### src/core/ssb_pkg.sv
package ssb_pkg;

  // ----------------------------------------------------------------
  // Register map
  // ----------------------------------------------------------------
  localparam logic [2:0] SSB_OFF_STATUS = 3'h0;
  localparam logic [2:0] SSB_OFF_DIVISOR = 3'h1;
  localparam logic [2:0] SSB_OFF_CONTROL = 3'h2;
  localparam logic [2:0] SSB_OFF_MODE = 3'h3;
  localparam logic [2:0] SSB_OFF_TX_HOLD = 3'h4;
  localparam logic [2:0] SSB_OFF_RX_HOLD = 3'h5;

  // ----------------------------------------------------------------
  // Field positions
  // ----------------------------------------------------------------
  localparam int SSB_B_TDE = 7;
  localparam int SSB_B_RDF = 6;
  localparam int SSB_B_OVR = 5;
  localparam int SSB_B_FRM = 4;
  localparam int SSB_B_PAR = 3;
  localparam int SSB_B_TCF = 2;
  localparam int SSB_B_MPR = 1;
  localparam int SSB_B_MPT = 0;
  localparam int SSB_B_TX_EN = 5;
  localparam int SSB_B_RX_EN = 4;
  localparam int SSB_B_AW_EN = 3;
  localparam int SSB_B_TDI_EN = 2;
  localparam int SSB_B_SYNC = 7;
  localparam int SSB_B_PRESCALE = 0;

  // ----------------------------------------------------------------
  // Reset values
  // ----------------------------------------------------------------
  localparam logic [7:0] SSB_STATUS_RST = 8'h84;
  localparam logic [7:0] SSB_DIVISOR_RST = 8'hFF;
  localparam logic [7:0] SSB_CONTROL_RST = 8'h00;
  localparam logic [7:0] SSB_MODE_RST = 8'h00;

  // ----------------------------------------------------------------
  // Timing
  // ----------------------------------------------------------------
  localparam int SSB_MCLK_HZ = 25000000;
  localparam logic [11:0] SSB_ASYNC_BASE = 12'h040;
  localparam logic [11:0] SSB_SYNC_BASE = 12'h008;

  // ----------------------------------------------------------------
  // Types
  // ----------------------------------------------------------------
  typedef enum logic {
    SSB_ASYNC = 1'b0,
    SSB_SYNC = 1'b1
  } ssb_mode_t;

  typedef struct packed {
    logic done;
    logic [7:0] data;
    logic mpb;
    logic framing_err;
    logic parity_err;
  } ssb_rx_evt_t;

  typedef struct packed {
    logic tx_holding_empty;
    logic rx_holding_full;
    logic overrun_flag;
    logic framing_flag;
    logic parity_flag;
    logic tx_complete_flag;
    logic rx_addr_marker_bit;
    logic tx_addr_marker_bit;
  } ssb_status_t;

endpackage

### src/core/ssb_baud_gen.sv
`timescale 1ns/10ps
module ssb_baud_gen (
  input wire logic mclk, // System clock
  input wire logic rst_n, // Synchronous reset
  input wire logic [7:0] divisor, // Divisor N
  input wire logic [1:0] prescale, // Prescale n
  input wire ssb_pkg::ssb_mode_t mode, // Async or clocked sync
  input wire logic restart, // Restart the count
  output logic bit_tick // One pulse per bit period
);
  import ssb_pkg::*;

  typedef struct packed {
    logic [11:0] pre_cnt;
    logic [7:0] div_cnt;
    logic tick;
  } ssb_bg_state_t;

  ssb_bg_state_t st;
  ssb_bg_state_t next_st;
  logic [11:0] unit_len;

  // ----------------------------------------------------------------
  // Unit of base x 2^(2n-1) clocks, counted N+1 times
  // ----------------------------------------------------------------
  always_comb begin
    unit_len = ((mode == SSB_SYNC) ? SSB_SYNC_BASE : SSB_ASYNC_BASE) >> 1;
    unit_len = unit_len << {prescale, 1'b0};
    next_st = st;
    next_st.tick = 1'b0;
    if (restart) begin
      next_st.pre_cnt = 12'h000;
      next_st.div_cnt = 8'h00;
    end else if (st.pre_cnt == unit_len - 12'h001) begin
      next_st.pre_cnt = 12'h000;
      if (st.div_cnt == divisor) begin
        next_st.div_cnt = 8'h00;
        next_st.tick = 1'b1;
      end else begin
        next_st.div_cnt = st.div_cnt + 8'h01;
      end
    end else begin
      next_st.pre_cnt = st.pre_cnt + 12'h001;
    end
  end

  always_ff @(posedge mclk) begin
    if (!rst_n) begin
      st <= '0;
    end else begin
      st <= next_st;
    end
  end

  assign bit_tick = st.tick;

endmodule // ssb_baud_gen

### src/core/ssb_serial_status.sv
`timescale 1ns/10ps
module ssb_serial_status (
  input wire logic mclk, // System clock
  input wire logic rst_n, // Synchronous reset, active low
  input wire logic [2:0] reg_addr, // Register address
  input wire logic [7:0] reg_wdata, // Write data
  input wire logic reg_wr, // Write strobe
  input wire logic reg_rd, // Read strobe
  output logic [7:0] reg_rdata, // Read data, cycle after strobe
  input wire logic tx_load, // Engine moved holding byte to shift register
  input wire logic tx_last_bit, // Engine sends last bit of a frame
  input wire ssb_pkg::ssb_rx_evt_t rx_evt, // Reception finished
  output logic [7:0] tx_data, // Transmit holding register
  output logic tx_addr_marker_bit, // Marker appended to transmit characters
  output logic tx_holding_empty, // Holding register has no data
  output logic tx_enable_bit, // Transmit enable
  output logic rx_enable_bit, // Receive enable
  output ssb_pkg::ssb_mode_t sync_mode, // Async or clocked sync
  output logic bit_tick, // One pulse per bit period
  output logic tx_done_irq // Transmit-done request
);
  import ssb_pkg::*;

  typedef struct packed {
    ssb_status_t status;
    logic [4:0] armed;
    logic [7:0] divisor;
    logic tx_en;
    logic rx_en;
    logic aw_en;
    logic tdi_en;
    ssb_mode_t mode;
    logic [1:0] prescale;
    logic [7:0] tx_hold;
    logic [7:0] rx_hold;
    logic [7:0] rdata;
    logic irq;
    logic restart;
  } ssb_state_t;

  ssb_state_t st;
  ssb_state_t next_st;
  logic [4:0] flags_now;
  logic [4:0] flag_clr;
  logic accept;
  logic discard;

  // ----------------------------------------------------------------
  // Decoding
  // ----------------------------------------------------------------
  function automatic logic hit(input logic strobe, input logic [2:0] addr, input logic [2:0] off);
    hit = strobe && (addr == off);
  endfunction

  function automatic logic [7:0] status_word(input ssb_status_t s);
    status_word = 8'h00;
    status_word[SSB_B_TDE] = s.tx_holding_empty;
    status_word[SSB_B_RDF] = s.rx_holding_full;
    status_word[SSB_B_OVR] = s.overrun_flag;
    status_word[SSB_B_FRM] = s.framing_flag;
    status_word[SSB_B_PAR] = s.parity_flag;
    status_word[SSB_B_TCF] = s.tx_complete_flag;
    status_word[SSB_B_MPR] = s.rx_addr_marker_bit;
    status_word[SSB_B_MPT] = s.tx_addr_marker_bit;
  endfunction

  // ----------------------------------------------------------------
  // Next state
  // ----------------------------------------------------------------
  always_comb begin
    next_st = st;
    next_st.restart = 1'b0;
    next_st.rdata = 8'h00;
    flags_now = {st.status.tx_holding_empty, st.status.rx_holding_full, st.status.overrun_flag,
      st.status.framing_flag, st.status.parity_flag};

    // Read side
    if (reg_rd) begin
      unique case (reg_addr)
        SSB_OFF_STATUS: next_st.rdata = status_word(st.status);
        SSB_OFF_DIVISOR: next_st.rdata = st.divisor;
        SSB_OFF_CONTROL: begin
          next_st.rdata[SSB_B_TX_EN] = st.tx_en;
          next_st.rdata[SSB_B_RX_EN] = st.rx_en;
          next_st.rdata[SSB_B_AW_EN] = st.aw_en;
          next_st.rdata[SSB_B_TDI_EN] = st.tdi_en;
        end
        SSB_OFF_MODE: begin
          next_st.rdata[SSB_B_SYNC] = st.mode;
          next_st.rdata[SSB_B_PRESCALE +: 2] = st.prescale;
        end
        SSB_OFF_TX_HOLD: next_st.rdata = st.tx_hold;
        SSB_OFF_RX_HOLD: next_st.rdata = st.rx_hold;
        default: next_st.rdata = 8'h00;
      endcase
    end

    // Arm each flag read as one
    if (hit(reg_rd, reg_addr, SSB_OFF_STATUS)) begin
      next_st.armed = st.armed | flags_now;
    end

    // Clear of a flag needs 0 written after it was read as 1
    flag_clr = 5'b00000;
    if (hit(reg_wr, reg_addr, SSB_OFF_STATUS)) begin
      flag_clr = ~reg_wdata[SSB_B_TDE:SSB_B_PAR] & st.armed;
      next_st.armed = next_st.armed & ~flag_clr;
      next_st.status.tx_addr_marker_bit = reg_wdata[SSB_B_MPT];
    end

    // Software clears
    if (flag_clr[4] || hit(reg_wr, reg_addr, SSB_OFF_TX_HOLD)) begin
      next_st.status.tx_holding_empty = 1'b0;
      next_st.status.tx_complete_flag = 1'b0;
    end
    if (flag_clr[3] || hit(reg_rd, reg_addr, SSB_OFF_RX_HOLD)) begin
      next_st.status.rx_holding_full = 1'b0;
    end
    if (flag_clr[2]) begin
      next_st.status.overrun_flag = 1'b0;
    end
    if (flag_clr[1]) begin
      next_st.status.framing_flag = 1'b0;
    end
    if (flag_clr[0]) begin
      next_st.status.parity_flag = 1'b0;
    end

    // Configuration writes
    if (hit(reg_wr, reg_addr, SSB_OFF_TX_HOLD)) begin
      next_st.tx_hold = reg_wdata;
    end
    if (hit(reg_wr, reg_addr, SSB_OFF_DIVISOR)) begin
      next_st.divisor = reg_wdata;
      next_st.restart = 1'b1;
    end
    if (hit(reg_wr, reg_addr, SSB_OFF_CONTROL)) begin
      next_st.tx_en = reg_wdata[SSB_B_TX_EN];
      next_st.rx_en = reg_wdata[SSB_B_RX_EN];
      next_st.aw_en = reg_wdata[SSB_B_AW_EN];
      next_st.tdi_en = reg_wdata[SSB_B_TDI_EN];
    end
    if (hit(reg_wr, reg_addr, SSB_OFF_MODE)) begin
      next_st.mode = ssb_mode_t'(reg_wdata[SSB_B_SYNC]);
      next_st.prescale = reg_wdata[SSB_B_PRESCALE +: 2];
      next_st.restart = 1'b1;
    end

    // Transmit side sets win over clears
    if (!st.tx_en || tx_load) begin
      next_st.status.tx_holding_empty = 1'b1;
    end
    if (!st.tx_en || (tx_last_bit && st.status.tx_holding_empty)) begin
      next_st.status.tx_complete_flag = 1'b1;
    end

    // Receive side sets win over clears
    accept = rx_evt.done && st.rx_en;
    discard = st.aw_en && !rx_evt.mpb;
    if (accept) begin
      next_st.status.rx_addr_marker_bit = rx_evt.mpb;
      if (st.aw_en && rx_evt.mpb) begin
        next_st.aw_en = 1'b0;
      end
      if (!discard) begin
        if (rx_evt.framing_err) begin
          next_st.status.framing_flag = 1'b1;
        end
        if (rx_evt.parity_err) begin
          next_st.status.parity_flag = 1'b1;
        end
        if (!rx_evt.framing_err && !rx_evt.parity_err) begin
          if (st.status.rx_holding_full) begin
            next_st.status.overrun_flag = 1'b1;
          end else begin
            next_st.status.rx_holding_full = 1'b1;
            next_st.rx_hold = rx_evt.data;
          end
        end
      end
    end

    // Arming lapses once a flag is low, so a fresh set needs a fresh read
    next_st.armed = next_st.armed & {next_st.status.tx_holding_empty, next_st.status.rx_holding_full,
      next_st.status.overrun_flag, next_st.status.framing_flag, next_st.status.parity_flag};

    next_st.irq = next_st.tdi_en && next_st.status.tx_complete_flag;
  end

  // ----------------------------------------------------------------
  // State register
  // ----------------------------------------------------------------
  always_ff @(posedge mclk) begin
    if (!rst_n) begin
      st <= '0;
      st.status <= ssb_status_t'(SSB_STATUS_RST);
      st.divisor <= SSB_DIVISOR_RST;
      st.tx_en <= SSB_CONTROL_RST[SSB_B_TX_EN];
      st.rx_en <= SSB_CONTROL_RST[SSB_B_RX_EN];
      st.aw_en <= SSB_CONTROL_RST[SSB_B_AW_EN];
      st.tdi_en <= SSB_CONTROL_RST[SSB_B_TDI_EN];
      st.mode <= ssb_mode_t'(SSB_MODE_RST[SSB_B_SYNC]);
      st.prescale <= SSB_MODE_RST[SSB_B_PRESCALE +: 2];
    end else begin
      st <= next_st;
    end
  end

  // ----------------------------------------------------------------
  // Bit-rate generator
  // ----------------------------------------------------------------
  ssb_baud_gen u_baud (
    .mclk(mclk),
    .rst_n(rst_n),
    .divisor(st.divisor),
    .prescale(st.prescale),
    .mode(st.mode),
    .restart(st.restart),
    .bit_tick(bit_tick)
  );

  // ----------------------------------------------------------------
  // Outputs
  // ----------------------------------------------------------------
  assign reg_rdata = st.rdata;
  assign tx_data = st.tx_hold;
  assign tx_addr_marker_bit = st.status.tx_addr_marker_bit;
  assign tx_holding_empty = st.status.tx_holding_empty;
  assign tx_enable_bit = st.tx_en;
  assign rx_enable_bit = st.rx_en;
  assign sync_mode = st.mode;
  assign tx_done_irq = st.irq;

endmodule // ssb_serial_status

### config.mk
export PLATFORM = sky130hd
export DESIGN_NAME = ssb_serial_status
export DESIGN_NICKNAME = d
export VERILOG_FILES = /design/src/core/ssb_pkg.sv /design/src/core/ssb_baud_gen.sv /design/src/core/ssb_serial_status.sv
export SDC_FILE = /design/constraint.sdc
export NUM_CORES = 1
export LEC_CHECK = 0
export BUFFER_PORTS_ARGS = -buffer_cell sky130_fd_sc_hd__buf_2
export CAP_MARGIN = 40
export CELL_PAD_IN_SITES_DETAIL_PLACEMENT = 1
export CELL_PAD_IN_SITES_GLOBAL_PLACEMENT = 1
export CORE_AREA = 2 2 92 130
export DETAILED_ROUTE_END_ITERATION = 10
export DIE_AREA = 0 0 94 132
export PLACE_DENSITY = 0.65
export REMOVE_ABC_BUFFERS = 1
export SLEW_MARGIN = 30
export SYNTH_ARGS = -nofsm -noshare
export SYNTH_HDL_FRONTEND = slang
export SYNTH_SLANG_ARGS = --single-unit
### constraint.sdc
create_clock -name mclk -period 3 [get_ports mclk]
set_clock_uncertainty 0.1 [all_clocks]
set_input_delay 0.6 -clock mclk [delete_from_list [all_inputs] [get_ports mclk]]
set_output_delay 0.6 -clock mclk [all_outputs]
set_load 0.02 [all_outputs]
==> Word level (Yosys, flattened, before mapping) <==
Cells that the tools add are included.
{ "op_classes": {"n_addsub": 3, "eq_ne": 7, "shift": 1, "muxes": 30, "bitwise_logic": 10, "reduce_logical": 27} }
{ "op_table": {"columns": ["operator", "count"], "rows": [
  ["$pmux W4 S5", 1],
  ["$mux W1", 17],
  ["$and A5 B5 Y5", 3],
  ["$mux W5", 3],
  ["$logic_and A1 B1 Y1", 13],
  ["$add A12 B1 Y12 const B", 1],
  ["$eq A12 B12 Y1", 1],
  ["$shl A11 B3 Y12", 1],
  ["$sub A12 B1 Y12 const B", 1],
  ["$not A5 Y5", 2],
  ["$pmux W2 S5", 1],
  ["$add A8 B1 Y8 const B", 1],
  ["$eq A8 B8 Y1", 1],
  ["$mux W4", 2],
  ["$mux W8", 1],
  ["$mux W7", 1],
  ["$eq A3 B2 Y1 const B", 2],
  ["$eq A3 B3 Y1 const B", 2],
  ["$reduce_or A3 Y1", 2],
  ["$or A5 B5 Y5", 1],
  ["$pmux W1 S5", 1],
  ["$logic_not A1 Y1", 4],
  ["$logic_or A1 B1 Y1", 4],
  ["$mux W2", 2],
  ["7 further kinds", 10]
]} }
{ "totals": {"ff_bits": 75, "in_bits": 29, "out_inout_bits": 23, "elab_cells": 102} }

==> Depth between registers and ports, before layout <==
{ "depth": {"depth_word": 10, "ltp_mapped": 8} }

==> Hierarchy <==
A second synthesis with hierarchy kept.
{ "unflattened": {"hier_cells": 422, "area_unflattened_um2": 3732.3} }
{ "modules_own_cells": {"columns": ["module", "n_inst", "cells_each", "area_per_inst_um2"], "rows": [
  ["ssb_serial_status", 1, 271, 2426.1],
  ["ssb_baud_gen", 1, 151, 1306.3]
]} }

==> Least setup slack after synthesis <==
OpenSTA, ideal clock, no wires.
{ "synth_timing": {"path_kind": "input -> register", "start": "input port reg_addr[2]", "end": "register st[44] (netlist name)", "setup_ns": 0.142, "arrival_time_ns": 2.057, "required_ns": 2.758, "slack_ns": 0.701, "cell_stages": 5, "path_cell_list": "buf_2 -> or4b_2 -> buf_2 -> o311ai_0 -> a221oi_1"} }
{ "synth_via": {"elab_chain_cells": 10} }
{ "synth_lines": {"columns": ["item", "line_no", "rtl"], "rows": [
  ["start: declaration", "ssb_serial_status.sv:5", "input wire logic [2:0] reg_addr,"],
  ["$logic_not A3 Y1", "ssb_serial_status.sv:52", "hit = strobe && (addr == off);"],
  ["$logic_and A1 B1 Y1", "ssb_serial_status.sv:52", null],
  ["$mux W5", "ssb_serial_status.sv:105", "if (hit(reg_wr, reg_addr, SSB_OFF_STATUS)) begin"],
  ["$logic_or A1 B1 Y1", "ssb_serial_status.sv:116", "if (flag_clr[3] || hit(reg_rd, reg_addr, SSB_OFF_RX_HOLD)) begin"],
  ["$mux W1", "ssb_serial_status.sv:116", null],
  ["$mux W1", "ssb_serial_status.sv:173", "if (st.status.rx_holding_full) begin"],
  ["$mux W2", "ssb_serial_status.sv:172", "if (!rx_evt.framing_err && !rx_evt.parity_err) begin"],
  ["$mux W4", "ssb_serial_status.sv:165", "if (!discard) begin"],
  ["$mux W4", "ssb_serial_status.sv:160", "if (accept) begin"],
  ["$and A5 B5 Y5 (*)", "ssb_serial_status.sv:184", "next_st.armed = next_st.armed & {next_st.status.tx_holding_empty, next_st.status.rx_holding_full,"],
  ["end signal: assignment", "ssb_serial_status.sv:205", "st <= next_st;"],
  ["end: declaration", "ssb_serial_status.sv:41", "ssb_state_t st;"]
]} }
Mark *: on every way between the ends. The rest lies on a longest branch, timed or not.
A chain may end at the register's enable or synchronous reset.

==> Final worst setup path <==
{ "layout_timing": {"start": "register st[27] (netlist name)", "end": "register u_baud.st[7] (netlist name)"} }
{ "layout_via": {"elab_chain_cells": 3} }
{ "layout_lines": {"columns": ["item", "line_no", "rtl"], "rows": [
  ["$shl A11 B3 Y12", "ssb_baud_gen.sv:28", "unit_len = unit_len << {prescale, 1'b0};"],
  ["$sub A12 B1 Y12", "ssb_baud_gen.sv:34", "end else if (st.pre_cnt == unit_len - 12'h001) begin"],
  ["$eq A12 B12 Y1", "ssb_baud_gen.sv:34", null],
  ["end signal: assignment", "ssb_baud_gen.sv:51", "st <= next_st;"],
  ["end: declaration", "ssb_baud_gen.sv:19", "ssb_bg_state_t st;"]
]} }
Every way passes these cells.

==> impl_metrics.env <==
export IMPL_arrival_ns=2.54
export IMPL_crit_fanout=10
export IMPL_avgSynthCellArea_um2=8.98
export IMPL_powerDensity_nw_per_um2=543
export IMPL_outcome="finished, final reports clean"
export IMPL_coreArea_um2=11200
export IMPL_syn_cell_area_um2=3640
export IMPL_drive_gt1_frac=0.222
export IMPL_clk_latency_ns=0.34
export IMPL_ys_seq_area_frac=0.413
export IMPL_ios=52
export IMPL_synth_area_leaders="dfxtp_1 (41%), mux2i_1 (6.9%), nor2_1 (5.7%)"
export IMPL_synth_top_cell_area_share=0.413
export IMPL_ys_async_sr_fraction=0
export IMPL_r2r_end="u_baud.st[7]"
export IMPL_ys_warn_count=0
export IMPL_htree_num_levels=3
export IMPL_grt_use_total=0.174
export IMPL_path_class="flop to flop"
export IMPL_end_kind="flop"
export IMPL_synth_area_leader_cell="dfxtp_1"
export IMPL_clk_path_buf_depth=2
export IMPL_cts_clk_slew_worst_paths_ns=0.06
export IMPL_ys_types=53
export IMPL_max_vdd_ir_drop_mv=0.226
export IMPL_rsz0062_at_grt="false"
export IMPL_hold_viol=0
export IMPL_route_detailed_drc=0
export IMPL_post_cts_resized=0
export IMPL_grt_pass1_wl_mm=16.7
export IMPL_drt_initial_drc_count=93
export IMPL_vias=3015
export IMPL_area_growth_syn_to_layout_pct=16.8
export IMPL_antenna_left=0
export IMPL_grt_overflow=0
export IMPL_via_per_inst=5.11
export IMPL_n_antenna_cell=0
export IMPL_r2r_cells=5
export IMPL_die_area_um2=12400
export IMPL_p_leak_nw=1.67
export IMPL_grt_start_max_net_pins=32
export IMPL_combPwrFrac=0.067
export IMPL_drt_wl_total_mm=10.2
export IMPL_wire_per_inst_um=17.3
export IMPL_p_switching_w=0.000558
export IMPL_finalCriticalPeriod_ns=2.41
export IMPL_cts_setup_buffers=0
export IMPL_first_global_vias=3220
export IMPL_fin_ws_ns=0.591
export IMPL_rows=46
export IMPL_hpwl_mm=7.59
export IMPL_cts_tree="done"
export IMPL_antenna_found_initial=0
export IMPL_cts_hold_buf=0
export IMPL_portBuffers=51
export IMPL_rrSetupSlack_ns=0.59
export IMPL_tns_ns=0
export IMPL_cts_sinks=75
export IMPL_netlist_instances=405
export IMPL_dr_pass1_iters=4
export IMPL_setup_viol=0
export IMPL_max_slew_worst_pin_slew_ns=0.690
export IMPL_cap_violations=0
export IMPL_hold_start="u_baud.st[9]"
export IMPL_slew_viol_final=0
export IMPL_cts_root_buf="clkbuf_16"
export IMPL_numCtsBuffers=9
export IMPL_ys_flop_type="dfxtp_1"
export IMPL_max_slew_margin=0.539
export IMPL_fin_nets=472
export IMPL_start_kind="flop"
export IMPL_clkPwrFrac=0.488
export IMPL_final_period_utilization=0.803
export IMPL_timing_rr_start="st[27]"
export IMPL_whs_path_depth=1
export IMPL_die_x_um=94
export IMPL_gp_congestion=0.839
export IMPL_die_h_um=132
export IMPL_fmax_mhz=415
export IMPL_synth_seq_cells=75
export IMPL_swShare=0.242
export IMPL_synth_edf_count=0
export IMPL_startpoint="st[27]"
export IMPL_p_seq_frac=0.446
export IMPL_intPower_w=0.00175
export IMPL_pre_cts_ws_ns=0.422
export IMPL_initial_utilization=0.324
export IMPL_worstPathRequired_ns=3.13
export IMPL_min_path_type="flop to flop"
export IMPL_hold_end="u_baud.st[9]"
-- state kept, by name (all words and copies together) (netlist names) --
name / cells
st: 28
u_baud.st: 20
reg_rdata: 8
tx_data: 8
flags_now: 4
rx_enable_bit: 1
sync_mode: 1
tx_addr_marker_bit: 1
tx_done_irq: 1
tx_enable_bit: 1
tx_holding_empty: 1
u_baud.bit_tick: 1
-- cell usage after synthesis (8+ instances only) --
cell	instances
nand3_1	25
and3_1	11
buf_4	17
nand2_1	39
clkbuf_1	12
a21oi_1	23
xnor2_1	11
xor2_1	8
nand2b_1	10
mux4_2	8
mux2i_1	25
nor2_1	55
dfxtp_1	75
inv_1	10
o21ai_0	16
-- cell families (layout without fill, tap and decap cells) --
family,Yosys count,after routing,share of synthesized area
AOI/OAI and AO/OA,56,56,0.104
xor gates and xnor gates,19,19,0.0457
adders and majority gates,2,2,0.00688
buffers and inverters,45,86,0.0671
DFF,75,75,0.413
muxes,33,33,0.118
and+or+nand+nor,175,175,0.246
-- area by class of cell --
cell class              count  area (um2)
multi-input cells         285        1900
clock buffers              10         239
clock inverters             6        71.3
repair buffers             60         323
well taps                 144         180
fillers                  1364        6970
flip-flops and latches     75        1500
inverters                  10        37.5
-- power groups by stage --
stage	combinational, W	sequential, W	clock (W)
global route	0.000170	0.00103	0.00120
detailed placement	0.000156	0.00105	0
CTS	0.000156	0.00103	0.00115
floorplan	0.0000714	0.00105	0
global placement	0.000154	0.00105	0
finish	0.000154	0.00103	0.00112
-- per-layer routing --
metal,part of all wire,global-route usage,wire length (um)
met1,0.42,0.196,4280
met2,0.52,0.315,5340
met3,0.032,0.0332,330
met4,0.024,0.0700,246
met5,0,0,0
-- layout by cell type (no fill, tap or decap), types with 2 or more instances in the layout --
cell / instances
ha_1: 2
nand3_1: 25
nor3b_1: 2
nand3b_1: 4
mux4_2: 8
mux2i_1: 25
and3_1: 11
dfxtp_1: 75
xnor2_1: 11
inv_1: 10
inv_6: 2
nand2b_1: 10
nand2_1: 39
nor2_1: 55
o21ai_0: 16
a22oi_1: 2
clkbuf_16: 9
nand4_1: 3
clkinvlp_4: 2
buf_4: 9
a21oi_1: 23
and2_1: 4
o211ai_1: 4
xor2_1: 8
buf_2: 51
nor2b_1: 3
or4b_1: 3
-- critical path: stages (launching register included) --
cell,delay [ns]
dfxtp_1,0.59
o21ai_0,0.30
a221oi_4,0.40
nand4_2,0.31
or2_4,0.35
o41ai_2,0.26
-- how the worst max path moves through the flow --
stage                    to  slack, ns  cells past startpoint
6_report       u_baud.st[7]       0.59                      5
5_1_grt        u_baud.st[7]       0.44                      6
4_1_cts        u_baud.st[7]       0.59                      6
3_5_place_dp         st[44]       0.42                      4
3_3_place_gp         st[44]       0.54                      4
2_1_floorplan    tx_data[0]       0.78                      4
-- stage by stage --
stage	instances	util	power, W	hold slack [ns]	area, um2
floorplan	370	-	0.00112	0.330	3430
global placement	574	0.351	0.00120	0.351	3940
detailed placement	574	0.351	0.00121	0.360	3940
CTS	590	0.379	0.00233	0.373	4250
global route	590	0.379	0.00240	0.414	4250
finish	590	0.379	0.00231	0.365	4250
Power figures use the tool's default switching activity.
